$ cat src/include/psi5is_pkg.sv
// Shared constants and types for the initialization phase sequencer
package psi5is_pkg;

   // ****************************************************************
   // Timing
   // ****************************************************************
   localparam int CLK_MHZ          = 20;     // sys_clk rate
   localparam int T_SETTLE_US      = 1000;   // Analog settling delay
   localparam int OFFSET_CANCEL_STAGE_ONE_TIME_US         = 2000;   // offset_cancel_stage_one_time
   localparam int PROG_ENTRY_WATCH_WINDOW_US         = 5000;   // prog_entry_watch_window
   localparam int OFFSET_CANCEL_STAGE_TWO_TIME_US         = 2000;   // offset_cancel_stage_two_time
   localparam int T_ASYNC_FRAME_US = 228;    // Asynchronous frame period
   localparam int SETTLE_CYC       = T_SETTLE_US * CLK_MHZ;
   localparam int OC1_CYC          = OFFSET_CANCEL_STAGE_ONE_TIME_US * CLK_MHZ;
   localparam int PME_CYC          = PROG_ENTRY_WATCH_WINDOW_US * CLK_MHZ;
   localparam int OC2_CYC          = OFFSET_CANCEL_STAGE_TWO_TIME_US * CLK_MHZ;
   localparam int ASYNC_FRAME_CYC  = T_ASYNC_FRAME_US * CLK_MHZ;
   localparam int PME_PULSES       = 4;      // Sync pulses forming the entry pattern

   // ****************************************************************
   // Phase 2 framing
   // ****************************************************************
   localparam logic [5:0] FIELDS_10   = 6'd32;
   localparam logic [5:0] FIELDS_8    = 6'd9;
   localparam logic [2:0] TRANS_10    = 3'd2;   // transmissions_per_field
   localparam logic [2:0] TRANS_8     = 3'd4;
   localparam logic [3:0] K_ASYNC     = 4'd8;
   localparam logic [3:0] K_SYNC      = 4'd4;
   localparam logic [9:0] DATA_BASE_10 = 10'h21f;  // -481
   localparam logic [9:0] ID_BASE_10   = 10'h20f;  // -497
   localparam logic [7:0] DATA_BASE_8  = 8'h87;    // -121
   localparam logic [7:0] ID_BASE_8    = 8'h83;    // -125
   localparam int         NIB_DEPTH    = 32;
   localparam int         NIB_AW       = 5;

   // ****************************************************************
   // Types
   // ****************************************************************
   typedef enum logic [6:0] {
      ST_SETTLE = 7'h01,
      ST_OC1    = 7'h02,
      ST_PME    = 7'h04,
      ST_OC2    = 7'h08,
      ST_PH2    = 7'h10,
      ST_PROG   = 7'h20,
      ST_DONE   = 7'h40
   } psi5is_state_e;

   typedef struct packed {
      logic data_len_10;   // 1: 10-bit data, 0: 8-bit data
      logic sync_mode;     // 1: synchronous, 0: asynchronous
   } psi5is_cfg_s;

   typedef struct packed {
      logic       valid;   // One-cycle frame request
      logic [9:0] code;    // Reserved code, 8-bit codes in bits 7:0
   } psi5is_tx_s;

endpackage

$ cat src/core/psi5is_seq.sv
// Initialization phase 1 and phase 2 sequencer
module psi5is_seq
   import psi5is_pkg::*;
#(
   parameter int SETTLE_CYCLES = psi5is_pkg::SETTLE_CYC,
   parameter int OC1_CYCLES    = psi5is_pkg::OC1_CYC,
   parameter int PME_CYCLES    = psi5is_pkg::PME_CYC,
   parameter int OC2_CYCLES    = psi5is_pkg::OC2_CYC,
   parameter int FRAME_CYCLES  = psi5is_pkg::ASYNC_FRAME_CYC,
   parameter int ENTRY_PULSES  = psi5is_pkg::PME_PULSES
) (
   input  wire logic                      sys_clk,
   input  wire logic                      rst,
   input  wire psi5is_pkg::psi5is_cfg_s   cfg,
   input  wire logic                      user_lock,
   input  wire logic                      sync_pulse,
   input  wire logic                      nib_wr_en,
   input  wire logic [psi5is_pkg::NIB_AW-1:0] nib_wr_addr,
   input  wire logic [3:0]                nib_wr_data,
   output psi5is_pkg::psi5is_tx_s         tx,
   output logic                           self_check_en,
   output logic                           offset_cancel_one,
   output logic                           offset_cancel_two,
   output logic                           prog_mode,
   output logic                           second_phase_start,
   output logic                           second_phase_done,
   output logic                           normal_mode
);
   import psi5is_pkg::*;

   // ****************************************************************
   // State and counters
   // ****************************************************************
   psi5is_state_e state_q, state_d;
   psi5is_cfg_s   cfg_q, cfg_d;
   psi5is_tx_s    tx_q, tx_d;
   logic [23:0]   tmr_q, tmr_d;
   logic [3:0]    pulse_q, pulse_d;
   logic          hit_q, hit_d;
   logic [5:0]    field_q, field_d;
   logic          half_q, half_d;
   logic [3:0]    rep_q, rep_d;
   logic          slot_q, slot_d;     // 0: ID frame, 1: data frame
   logic [9:0]    txcnt_q, txcnt_d;
   logic          done_q, done_d;
   logic [3:0]    nib;
   logic [1:0]    nib2;
   logic          trig, last_rep, last_nib;
   logic [5:0]    nfields;
   logic [3:0]    k_cnt;

   // Nibble of the current field, read one cycle after the field moves
   psi5is_nib_mem #(
      .DEPTH (NIB_DEPTH),
      .AW    (NIB_AW)
   ) u_mem (
      .sys_clk (sys_clk),
      .wr_en   (nib_wr_en),
      .wr_addr (nib_wr_addr),
      .wr_data (nib_wr_data),
      .rd_addr (field_q[NIB_AW-1:0]),
      .rd_data (nib)
   );

   // Mode-dependent sizing from the held configuration
   always_comb begin
      nfields  = cfg_q.data_len_10 ? FIELDS_10 : FIELDS_8;
      k_cnt    = cfg_q.sync_mode ? K_SYNC : K_ASYNC;
      nib2     = half_q ? nib[1:0] : nib[3:2];
      last_rep = slot_q && (rep_q == k_cnt - 4'd1);
      last_nib = cfg_q.data_len_10 || half_q;
      // Sync mode frames follow the receiver; async uses own period
      trig     = cfg_q.sync_mode ? sync_pulse : (tmr_q == 24'd0);
   end

   // ****************************************************************
   // Sequencer next state
   // ****************************************************************
   always_comb begin
      state_d  = state_q;
      cfg_d    = cfg_q;
      tmr_d    = (tmr_q == 24'd0) ? tmr_q : tmr_q - 24'd1;
      pulse_d  = pulse_q;
      hit_d    = hit_q;
      field_d  = field_q;
      half_d   = half_q;
      rep_d    = rep_q;
      slot_d   = slot_q;
      txcnt_d  = txcnt_q;
      done_d   = 1'b0;
      tx_d     = '0;                   // No frames outside phase 2
      case (state_q)
         ST_SETTLE: begin
            if (tmr_q == 24'd0) begin
               state_d = ST_OC1;
               tmr_d   = 24'(OC1_CYCLES - 1);
            end
         end
         ST_OC1: begin
            if (tmr_q == 24'd0) begin
               state_d = ST_PME;
               tmr_d   = 24'(PME_CYCLES - 1);
               pulse_d = 4'd0;
            end
         end
         ST_PME: begin
            // Count pulses only inside the window; lock vetoes entry
            if (sync_pulse && pulse_q != 4'hf) begin
               pulse_d = pulse_q + 4'd1;
            end
            if (sync_pulse && !user_lock && pulse_q == 4'(ENTRY_PULSES - 1)) begin
               hit_d = 1'b1;
            end
            if (tmr_q == 24'd0) begin
               state_d = ST_OC2;
               tmr_d   = 24'(OC2_CYCLES - 1);
            end
         end
         ST_OC2: begin
            if (tmr_q == 24'd0) begin
               if (hit_q) begin
                  state_d = ST_PROG;
               end else begin
                  state_d = ST_PH2;
                  cfg_d   = cfg;        // Latched once
                  tmr_d   = 24'(FRAME_CYCLES - 1);
                  field_d = 6'd0;
                  half_d  = 1'b0;
                  rep_d   = 4'd0;
                  slot_d  = 1'b0;
                  txcnt_d = 10'd0;
               end
            end
         end
         ST_PH2: begin
            if (!cfg_q.sync_mode && tmr_q == 24'd0) begin
               tmr_d = 24'(FRAME_CYCLES - 1);
            end
            if (trig) begin
               tx_d.valid = 1'b1;
               txcnt_d    = txcnt_q + 10'd1;
               // ID frame first, then its data frame
               if (cfg_q.data_len_10) begin
                  tx_d.code = slot_q ? DATA_BASE_10 - {6'd0, nib}
                                     : ID_BASE_10 - {6'd0, field_q[3:0]};
               end else begin
                  tx_d.code = {2'd0, slot_q ? DATA_BASE_8 - {6'd0, nib2}
                                            : ID_BASE_8 - {6'd0, field_q[0], half_q}};
               end
               slot_d = ~slot_q;
               if (slot_q) begin
                  rep_d = rep_q + 4'd1;
               end
               // Pair repeats k times before the next nibble
               if (last_rep) begin
                  rep_d  = 4'd0;
                  half_d = cfg_q.data_len_10 ? 1'b0 : ~half_q;
                  if (last_nib) begin
                     field_d = field_q + 6'd1;
                     if (field_q == nfields - 6'd1) begin
                        state_d = ST_DONE;
                        done_d  = 1'b1;
                     end
                  end
               end
            end
         end
         ST_PROG: begin
            state_d = ST_PROG;          // Left only by the synchronous reset
         end
         ST_DONE: begin
            state_d = ST_DONE;
         end
         default: begin
            state_d = ST_SETTLE;
         end
      endcase
   end

   // Register stage only; the synchronous reset restarts phase 1
   always_ff @(posedge sys_clk) begin
      if (rst) begin
         state_q <= ST_SETTLE;
         cfg_q   <= '0;
         tx_q    <= '0;
         tmr_q   <= 24'(SETTLE_CYCLES - 1);
         pulse_q <= 4'd0;
         hit_q   <= 1'b0;
         field_q <= 6'd0;
         half_q  <= 1'b0;
         rep_q   <= 4'd0;
         slot_q  <= 1'b0;
         txcnt_q <= 10'd0;
         done_q  <= 1'b0;
      end else begin
         state_q <= state_d;
         cfg_q   <= cfg_d;
         tx_q    <= tx_d;
         tmr_q   <= tmr_d;
         pulse_q <= pulse_d;
         hit_q   <= hit_d;
         field_q <= field_d;
         half_q  <= half_d;
         rep_q   <= rep_d;
         slot_q  <= slot_d;
         txcnt_q <= txcnt_d;
         done_q  <= done_d;
      end
   end

   // ****************************************************************
   // Outputs
   // ****************************************************************
   // Self checks run from reset through phase 2
   assign self_check_en      = (state_q != ST_PROG) && (state_q != ST_DONE);
   assign offset_cancel_one  = (state_q == ST_OC1);
   assign offset_cancel_two  = (state_q == ST_OC2);
   assign prog_mode          = (state_q == ST_PROG);
   assign second_phase_start = (state_q == ST_PH2);
   assign second_phase_done  = done_q;
   assign normal_mode        = (state_q == ST_DONE);
   assign tx                 = tx_q;
endmodule

$ cat src/core/psi5is_nib_mem.sv
// Field nibble store with registered read data
module psi5is_nib_mem #(
   parameter int DEPTH = psi5is_pkg::NIB_DEPTH,
   parameter int AW    = psi5is_pkg::NIB_AW
) (
   input  wire logic          sys_clk,
   input  wire logic          wr_en,
   input  wire logic [AW-1:0] wr_addr,
   input  wire logic [3:0]    wr_data,
   input  wire logic [AW-1:0] rd_addr,
   output logic      [3:0]    rd_data
);
   logic [3:0] mem_q [DEPTH];

   // Plain array, no reset, so it maps onto a small RAM
   always_ff @(posedge sys_clk) begin
      if (wr_en) begin
         mem_q[wr_addr] <= wr_data;
      end
      rd_data <= mem_q[rd_addr];
   end
endmodule

$ cat config.mk
export PLATFORM = sky130hd
export DESIGN_NAME = psi5is_seq
export DESIGN_NICKNAME = d
export VERILOG_FILES = /design/src/include/psi5is_pkg.sv /design/src/core/psi5is_seq.sv /design/src/core/psi5is_nib_mem.sv
export SDC_FILE = /design/constraint.sdc
export NUM_CORES = 1
export LEC_CHECK = 0
export BUFFER_PORTS_ARGS = -buffer_cell sky130_fd_sc_hd__buf_2
export CAP_MARGIN = 20
export CORE_ASPECT_RATIO = 1.25
export CORE_MARGIN = 2
export CORE_UTILIZATION = 55
export DETAILED_ROUTE_END_ITERATION = 8
export PLACE_DENSITY = 0.75
export SLEW_MARGIN = 20
export SYNTH_ARGS = -nofsm -noshare
export SYNTH_HDL_FRONTEND = slang
export SYNTH_SLANG_ARGS = --single-unit
export TNS_END_PERCENT = 5
$ cat constraint.sdc
create_clock -name sys_clk -period 2.2 [get_ports sys_clk]
set_input_delay 0.22 -clock sys_clk [delete_from_list [all_inputs] [get_ports sys_clk]]
set_output_delay 0.22 -clock sys_clk [all_outputs]
set_load 0.1 [all_outputs]
==> results of run 1 <==
==> layer usage <==
layer	up-vias	wire length, µm	GRT usage, %
met5	-	0	0
met4	0	335	9.178
met3	23	814	4.528
met2	181	10470	44.14
met1	2801	6892	28.18
li1	2505	-	-
==> worst min-delay path by stage <==
stage                                        from                          end  slack (ns)  depth (start not counted)
after CTS                                  cfg[0]        cfg_q[0]$_SDFFE_PP0P_        0.04                          3
after floorplan                    nib_wr_data[0]  u_mem.mem_q[0][0]$_DFFE_PP_        0.32                          0
final                                      cfg[0]        cfg_q[0]$_SDFFE_PP0P_        0.04                          3
after global placement    field_q[5]$_SDFFE_PP0P_      field_q[5]$_SDFFE_PP0P_        0.46                          2
after global routing                       cfg[0]        cfg_q[0]$_SDFFE_PP0P_        0.04                          3
after detailed placement                   cfg[1]        cfg_q[1]$_SDFFE_PP0P_        0.48                          3
==> worst max-delay path: cells and delay by family, from the launching register on <==
kind          cells  cell delay, ns
buf+inv           2            0.35
flops             1            0.31
simple gates      3            1.02
==> layout by cell type (no fill, tap or decap), types with 5 or more instances in the layout <==
cell type	count
dfxtp_2	5
mux2i_1	8
nor2_1	68
nand3b_1	9
nor3_1	10
o31ai_1	6
buf_2	24
nand3_1	10
nand4_1	6
dfxtp_1	58
o21ai_0	13
nor4_1	10
nand2b_1	9
inv_1	6
xor2_1	6
xnor2_1	14
nand2_1	20
clkbuf_16	17
buf_6	5
a21oi_1	18
mux2_2	6
or3_1	9
mux4_2	41
or3b_2	5
or4_1	8
and3_1	5
buf_12	7
edfxtp_1	128
buf_4	52
nor3b_1	5
clkinv_8	5
==> sequential cells by signal (all words and copies together) (netlist names) <==
name,flops
cfg_q,2
field_q,6
half_q,1
hit_q,1
pulse_q,4
rep_q,4
second_phase_done,1
slot_q,1
state_q,7
tmr_q,24
tx,8
u_mem.mem_q,128
u_mem.rd_data,4
==> per-stage QoR <==
step | util, % | setup TNS, ns | std cells | hold WS, ns | area, µm²
floorplan | - | -1.703 | 610 | 0.3189 | 8418
global placement | 61.29 | -0.05232 | 844 | 0.4577 | 9164
detailed placement | 61.29 | -0.7539 | 844 | 0.4817 | 9164
CTS | 66.05 | -0.6443 | 878 | 0.03632 | 9876
global route | 66.52 | -1.201 | 878 | 0.03763 | 9946
finish | 66.52 | -0.5813 | 878 | 0.03574 | 9946
==> report_power, final <==
part           leakage (µW)  internal, µW  total [µW]  switching (µW)
Clock              0.000296          1540        3050            1510
Sequential          0.00166          3850        3870            12.1
Combinational       0.00138          53.0         188             135
Total               0.00334          5450        7110            1660
==> kinds of logic (layout without fill, tap and decap cells) <==
family / count (synthesis) / count (layout) / synth area share (%)
DFF: 191 / 191 / 61.04
adders and majority gates: 6 / 6 / 0.8976
other: 1 / 3 / 0.04484
muxes: 56 / 56 / 12.94
and+or+nand+nor: 212 / 212 / 14.44
xor gates and xnor gates: 20 / 20 / 2.095
AOI/OAI and AO/OA: 75 / 75 / 6.014
buffers and inverters: 47 / 133 / 2.528
==> cell type report <==
| type | instances | area, µm² |
|---|---|---|
| timing repair buffer | 91 | 744.5 |
| tap | 182 | 227.7 |
| clock inverter | 15 | 180.2 |
| clock buffer | 17 | 425.4 |
| multi-input combinational | 372 | 3213 |
| fill | 1048 | 5006 |
| sequential | 191 | 5111 |
| inverter | 10 | 43.79 |
==> what timing repair did <==
action                     CTS  global route
pin swaps                    6             3
gates resized for setup     21            17
buffers inserted             2             0
setup endpoints to repair   19            26
==> reports/metrics.yaml, run 1 <==
outcome:
  status: "finished with violations"
  violations: "setup timing"
sta:
  maxSlewViolCount: 0
  fin_ws_ns: -0.1462
  max_freq_ghz: 0.4262
  finClkSkew_ns: 0.006920
  tightest_slew_ns: 0.5756
  slew_headroom_pct: 61.63
  min_period_ns: 2.346
  rsz0062_at_grt: "yes"
  setup_viol: 5
  finalHoldViolations: 0
  fin_crit_sh_pct: 106.6
clock_network:
  cts_buffers: 17
  clkLatencyLatePin_ns: 0.44
  clk_path_buf_depth: 2
  cts.clk_slew.worst_paths_ns: 0.08
  cts_tree: "yes"
  ctsRootBufferMaster: "clkbuf_16"
  cts_hold_buf: 0
  cts_sinks: 191
  htreeDepth: 4
critical_path:
  r2r_slack_ns: 0
  path_cells: "or3_4 > buf_6 > or3_4 > nor3b_4 > buf_12"
  cp.required_ns: 1.98
  critPathLaunchType: "flip-flop"
  crit_end: "prog_mode"
  crit_fanout: 4
  end_kind: "output pin"
  critical-path-max-stage-delay_ns: 0.40
  reg2reg_depth: 6
  reg2reg_from: "state_q[2]$_SDFFE_PP0P_"
  path_class: "reg -> out"
  r2r-end: "field_q[3]$_SDFFE_PP0P_"
  crit_start: "state_q[2]$_SDFFE_PP0P_"
  cp.arrival_ns: 2.13
  cp_common_cell: "or3_4"
  cpMaxStageDelayCell: "or3_4"
die:
  die_h_um: 141.9
  core.rowCount: 50
  die_area_um2: 16210
  core_um2: 14950
  start_util_pct: 55.93
  ioPinCount: 34
  fp.dieW_um: 114.3
logic_synthesis:
  synth_cells: 608
  ys_seq_area_share_pct: 61.04
  synth_warnings: 0
  yosysUniqueCellTypes: 66
  ys_top_cells_by_area: "edfxtp_1, dfxtp_1, mux4_2, nor2_1, xnor2_1"
  synth-edff-count: 128
  async_flop_share_pct: 0
  yosysTopAreaCellShare_pct: 45.96
  synthFlopType: "edfxtp_1"
  yosysMostFrequentCell: "edfxtp_1"
  post_synth.cell_area_avg_um2: 13.75
  synth-seq-cells: 191
  synth.cell_area_um2: 8363
  netlist.top_cell.by_area: "edfxtp_1"
  synth_common_cells: "edfxtp_1, nor2_1, dfxtp_1"
global_routing:
  grt_overflow_total: 0
  grtUsageTotal_pct: 24.21
  grt_max_degree: 33
  grt_antenna_before_repair: 0
  grt_pass1_vias: 5734
  grt_pass1_wl_um: 29670
cells_and_area:
  diodes: 0
  final_nets: 705
  drive_gt1_share_pct: 30.89
  syn_to_final_growth_pct: 18.93
drt:
  drc_errors: 0
  vias: 5510
  drt-total-wl_um: 18510
  drt-initial-drc-count: 424
  first_pass_iters: 5
  drt-vias-per-instance: 6.276
  wl_per_cell_um: 21.08
  antenna_left: 0
power:
  ir_worst_vdd_mv: 0.7721
  power_uw: 7108
  p_leak_uw: 0.003339
  powerDensity_nw_per_um2: 714.7
placement:
  dpl.hpwl_um: 12530
  gp_congestion: 0.8925
  place_ws_ns: -0.1400
  io_buffers: 30
job:
  maxCapViolations: 0
hold_path:
  hp-class: "in -> reg"
(Power assumes the default switching activity.)
==> run 2: changes to the inputs <==
- CORE_MARGIN: 2 -> 1
- SYNTH_HIERARCHICAL: default -> 1
==> run 2 against run 1 <==
Against the previous run: the flow still finishes with violations (setup timing); routed wire length is 4.2% lower; synthesized cell count is 0.99% higher; sequential cell count stayed put; global-route usage is 0.27 points lower; core utilization is 0.81 points lower; combinational power grew to 5.4 times the previous value.
==> reports/metrics.yaml, run 2 <==
hold_path:
  hold_start: "cfg[1]"
  min_path_cells: 3
  hp-class: "in -> reg"
  holdPathEnd: "cfg_q[1]$_SDFFE_PP0P_"
cells_and_area:
  diodes: 0
  syn_to_final_growth_pct: 16.67
  final_nets: 707
  top_register: "u_mem/mem_q"
  fin_util_pct: 65.71
  drive_gt1_share_pct: 28.41
  final_cell_mix: "edfxtp_1, nor2_1, dfxtp_1, buf_4, mux4_2"
  largest_reg_flops: 128
  final_area_um2: 9824
  layout_commonest_cell: "edfxtp_1"
sta:
  setup_viol: 1
  fin_crit_sh_pct: 100.3
  setup_tns_ns: -0.007395
  finalHoldViolations: 0
  maxSlewViolCount: 0
  hold-worst-slack_ns: 0.02815
  rsz0062_at_grt: "yes"
  finClkSkew_ns: 0.008925
  max_freq_ghz: 0.4530
  tightest_slew_ns: 0.5616
  slew_headroom_pct: 62.56
  min_period_ns: 2.207
  fin_ws_ns: -0.007395
die:
  die_area_um2: 15810
  fp.dieW_um: 112.7
  core.rowCount: 50
  core_um2: 14950
  start_util_pct: 56.32
  ioPinCount: 34
  die_h_um: 140.3
power:
  combPwrFrac_pct: 12.7
  p_int_uw: 6038
  ir_worst_vdd_mv: 0.6539
  seq_power_share_pct: 49.5
  power_switching_share_pct: 24.81
  p_leak_uw: 0.003247
  clockPowerShare_pct: 37.8
  p_switching_uw: 1993
  powerDensity_nw_per_um2: 817.4
critical_path:
  reg2reg_from: "state_q[0]$_SDFFE_PP1P_"
  cp.arrival_ns: 1.99
  r2r_slack_ns: 0.04
  cp.required_ns: 1.98
  critical-path-max-stage-delay_ns: 0.59
  path_buf_inv: 3
  crit_fanout: 6
  critical-path-top-delay-family: "simple AND/OR/NAND/NOR gates"
  r2r-end: "field_q[3]$_SDFFE_PP0P_"
  critPathLaunchType: "flip-flop"
  end_kind: "output pin"
  cpMaxStageDelayCell: "or4_4"
  path_cells: "or4_4 > nor2_8 > nand2_4 > inv_4 > buf_8 > buf_12"
  reg2reg_depth: 7
  path_class: "reg -> out"
clock_network:
  cts_hold_buf: 0
  clk_path_buf_depth: 2
  cts.clk_slew.worst_paths_ns: 0.07
  cts_buffers: 17
  clkLatencyLatePin_ns: 0.43
  cts_sinks: 191
  cts_tree: "yes"
  htreeDepth: 4
  ctsRootBufferMaster: "clkbuf_16"
logic_synthesis:
  synthFlopType: "edfxtp_1"
  yosysMostFrequentCell: "edfxtp_1"
  yosysUniqueCellTypes: 83
  yosysTopAreaCellShare_pct: 45.65
  synth-edff-count: 128
  post_synth.cell_area_avg_um2: 13.71
  synth_common_cells: "edfxtp_1, nor2_1, dfxtp_1"
  synth_warnings: 6
  synth_cells: 614
  netlist.top_cell.by_area: "edfxtp_1"
  ys_seq_area_share_pct: 60.62
  ys_top_cells_by_area: "edfxtp_1, dfxtp_1, mux4_2, nor2_1, xnor2_1"
  synth.cell_area_um2: 8421
  async_flop_share_pct: 0
  synth-seq-cells: 191
global_routing:
  grt_antenna_before_repair: 1
  grt_max_degree: 39
  grt_overflow_total: 0
  grtUsageTotal_pct: 23.94
  grt_pass1_vias: 5548
  grt_pass1_wl_um: 28570
drt:
  m1WireLength_um: 6870
  drt-total-wl_um: 17740
  routed.top_layer: "met5"
  route.met3.wl_um: 576
  drt-initial-drc-count: 305
  wl_per_cell_um: 20.19
  vias: 5394
  first_pass_iters: 4
  wl_met2_um: 9831
  drc_errors: 0
  drt-vias-per-instance: 6.137
  antenna_left: 0
placement:
  gp_congestion: 0.8378
  placed_cell_area_um2: 9120
  dpl.hpwl_um: 12430
  io_buffers: 30
outcome:
  violations: "setup timing"
  status: "finished with violations"
job:
  maxCapViolations: 0
[run 2: area by class of cell]
class / instances / area (µm²)
Fill cell: 1047 / 5127
Clock buffer: 18 / 429.2
Inverter: 13 / 51.30
Clock inverter: 13 / 151.4
Multi-Input combinational cell: 385 / 3233
Timing Repair Buffer: 77 / 623.1
Tap cell: 182 / 227.7
Sequential cell: 191 / 5109
[run 2: kinds of logic after synthesis]
group | Yosys count | synth area share, %
buf+inv | 40 | 2.273
compound gates | 78 | 6.286
flops | 191 | 60.62
fa+ha+maj | 6 | 0.8915
xor+xnor | 27 | 2.808
mux | 50 | 12.11
other cells | 1 | 0.04453
simple gates | 221 | 14.96
[run 2: power groups by stage]
stage                     logic [µW]  clock network, µW  registers [µW]
after detailed placement         947                  0            4050
after global placement           925                  0            4040
final                           1020               3030            3980
after floorplan                  652                  0            4030
after CTS                        960               3070            3970
after global routing            1100               3200            3980
[run 2: stage by stage]
step           setup WS (ns)  power, µW  cells
2_1_floorplan        -0.6026       4687    616
4_1_cts             -0.04827       8000    876
3_5_place_dp        -0.04013       4994    844
5_1_grt             -0.07168       8282    879
6_report           -0.007395       8030    879
3_3_place_gp         0.05444       4964    844
[run 2: tightest hold or removal path: cells and delay by family]
family                 cells  cell delay [ns]
buffers and inverters      1             0.08
AOI/OAI and AO/OA          1             0.05
and+or+nand+nor            1             0.07
[run 2: worst max-delay path by stage]
stage / start / to / slack [ns] / cells past startpoint
floorplan: state_q[3]$_SDFFE_PP0P_ / pulse_q[2]$_SDFFE_PP0P_ / -0.60 / 6
finish: state_q[0]$_SDFFE_PP1P_ / second_phase_start / -0.007 / 6
global route: tmr_q[1]$_SDFF_PP1_ / tmr_q[9]$_SDFF_PP1_ / -0.07 / 10
CTS: state_q[0]$_SDFFE_PP1P_ / second_phase_start / -0.05 / 6
detailed placement: tmr_q[8]$_SDFF_PP0_ / rep_q[3]$_SDFFE_PP0P_ / -0.04 / 7
global placement: tmr_q[1]$_SDFF_PP1_ / field_q[3]$_SDFFE_PP0P_ / 0.05 / 9
[run 2: timing repair]
item                                    CTS  global route
gates resized for setup                   2            19
setup buffers                             1             3
pin swaps                                 0             7
endpoints found under the hold margin     0             0
endpoints found under the setup margin    5            22
[run 2: routing by layer]
layer	vias up	GRT usage (%)
li1	2486	-
met1	2734	26.61
met2	136	44.77
met3	36	4.587
met4	2	9.333
met5	-	0
==> run 3: changes to the inputs <==
- CORE_ASPECT_RATIO: 1.25 -> 0.9
- CTS_CLUSTER_SIZE: default -> 10
==> run 3 against run 2 <==
Against the previous run: the run still ends with setup timing left; global-route usage fell by 0.27 points; total power fell by 0.23%; register-to-register slack barely moved; fmax rose by 0.24%; critical path depth did not move; routed wire length fell by 1.9%; die area barely moved; sequential cell count did not move; critical endpoint unchanged; largest cell class unchanged; largest power group unchanged; highest routed layer is now met4.
==> reports/metrics.yaml, run 3 (synthesized netlist as in run 2, its figures left out) <==
outcome:
  status: "finished with violations"
  violations: "setup timing"
clock_network:
  cts.clk_slew.worst_paths_ns: 0.07
  clk_path_buf_depth: 2
  cts_buffers: 17
  htreeDepth: 4
  clkLatencyLatePin_ns: 0.43
  cts_tree: "yes"
  ctsRootBufferMaster: "clkbuf_16"
  cts_sinks: 191
cells_and_area:
  fill_cells: 1040
  top_register: "u_mem/mem_q"
  syn_to_final_growth_pct: 16.97
  largest_reg_flops: 128
  stdcell_count: 897
  final_cell_mix: "edfxtp_1, nor2_1, dfxtp_1, buf_4, mux4_2"
  layout_commonest_cell: "edfxtp_1"
  final_nets: 709
  diodes: 0
  drive_gt1_share_pct: 28.76
  fin_util_pct: 66.46
global_routing:
  grt_max_degree: 34
  grt_pass1_wl_um: 28190
  grt_util_met3_pct: 4.981
  busiest_layer: "met2"
  grt_pass1_vias: 5438
  grt.met1_usage_pct: 30.76
  grt_overflow_total: 0
  grt_antenna_before_repair: 0
  use_met2_pct: 39.18
  grtUsageTotal_pct: 23.67
sta:
  tightest_slew_ns: 0.6280
  fin_crit_sh_pct: 100.1
  maxSlewViolCount: 0
  finClkSkew_ns: 0.008935
  slew_headroom_pct: 58.13
  rsz0062_at_grt: "yes"
  min_period_ns: 2.202
  max_freq_ghz: 0.4541
  setup_viol: 1
  fin_ws_ns: -0.002052
  finalHoldViolations: 0
  setup_tns_ns: -0.002052
critical_path:
  end_kind: "output pin"
  path_buf_inv: 3
  critical-path-max-stage-delay_ns: 0.59
  path_cells: "or4_4 > nor2_8 > nand2_4 > clkinv_2 > buf_6 > buf_12"
  path_class: "reg -> out"
  critPathLaunchType: "flip-flop"
  cp.required_ns: 1.98
  crit_fanout: 7
  critical-path-top-delay-family: "simple AND/OR/NAND/NOR gates"
  cpMaxStageDelayCell: "or4_4"
  cp.arrival_ns: 1.98
drt:
  vias: 5366
  drc_errors: 0
  drt-initial-drc-count: 366
  drt-total-wl_um: 17410
  first_pass_iters: 5
  antenna_left: 0
  wl_per_cell_um: 19.41
  drt-vias-per-instance: 5.982
power:
  ir_worst_vdd_mv: 0.5927
  power_uw: 8012
  powerDensity_nw_per_um2: 813.4
  p_leak_uw: 0.003252
placement:
  io_buffers: 30
  dpl.cell_count: 858
  dpl.hpwl_um: 11840
  gp_congestion: 0.9037
die:
  core_um2: 14820
  start_util_pct: 56.82
  ioPinCount: 34
  fp.dieW_um: 132.4
  core.rowCount: 42
  die_area_um2: 15810
  die_h_um: 119.4
hold_path:
  hp-class: "in -> reg"
job:
  maxCapViolations: 0
-- run 3: path summary, 6_finish.rpt --
kind | start | to | cells past startpoint | slack, ns
max | state_q[0]$_SDFFE_PP1P_ | second_phase_start | 6 | -0.002
min | cfg[1] | cfg_q[1]$_SDFFE_PP0P_ | 3 | 0.02
max reg2reg | tmr_q[1]$_SDFF_PP1_ | tmr_q[0]$_SDFF_PP1_ | 10 | 0.04
min reg2reg | u_mem/rd_data[3]$_DFF_P_ | tx[3]$_SDFF_PP0_ | 1 | 0.49
-- run 3: layer usage --
metal | share of wire [%] | up-vias
met5 | 0 | -
met4 | 1.7 | 0
met3 | 5.4 | 20
li1 | - | 2489
met2 | 51 | 170
met1 | 42 | 2687
-- run 3: repair_timing --
| item | 4_1_cts | 5_1_grt |
|---|---|---|
| gates resized for setup | 1 | 16 |
| pin swaps | 0 | 7 |
| endpoints found under the hold margin | 0 | 0 |
| endpoints found under the setup margin | 3 | 20 |
| setup buffers | 1 | 7 |
| hold buffers | 0 | 0 |
-- run 3: power by group --
group	switching [µW]	internal [µW]
registers	70.6	3900
logic	587	458
clock network	1400	1600
-- run 3: worst register-to-register path, delay by kind of cell, from the launching register on --
family	cells	cell delay [ns]
AO/OA/AOI/OAI	2	0.35
adder cells (fa/ha/maj)	2	0.44
AND/OR/NAND/NOR	4	0.76
flip-flops	1	0.34
buffers and inverters	2	0.16
-- run 3: area by class of cell --
type / count / area, µm² / area share (%)
flip-flops and latches: 191 / 5107 / 51.85
multi-input cells: 385 / 3223 / 32.72
repair buffers: 79 / 646.9 / 6.568
clock buffers: 17 / 425.4 / 4.319
well taps: 198 / 247.7 / 2.515
clock inverters: 14 / 145.1 / 1.474
inverters: 13 / 53.80 / 0.5462
-- run 3: metrics by stage --
| stage | cell area (µm²) | hold WS (ns) | setup slack (ns) |
|---|---|---|---|
| floorplan | 8453 | 0.3189 | -0.6026 |
| global placement | 9138 | 0.4467 | 0.06427 |
| detailed placement | 9138 | 0.4635 | 0.02250 |
| CTS | 9724 | 0.003108 | -0.03336 |
| global route | 9849 | 0.02295 | -0.07683 |
| finish | 9849 | 0.01685 | -0.002052 |
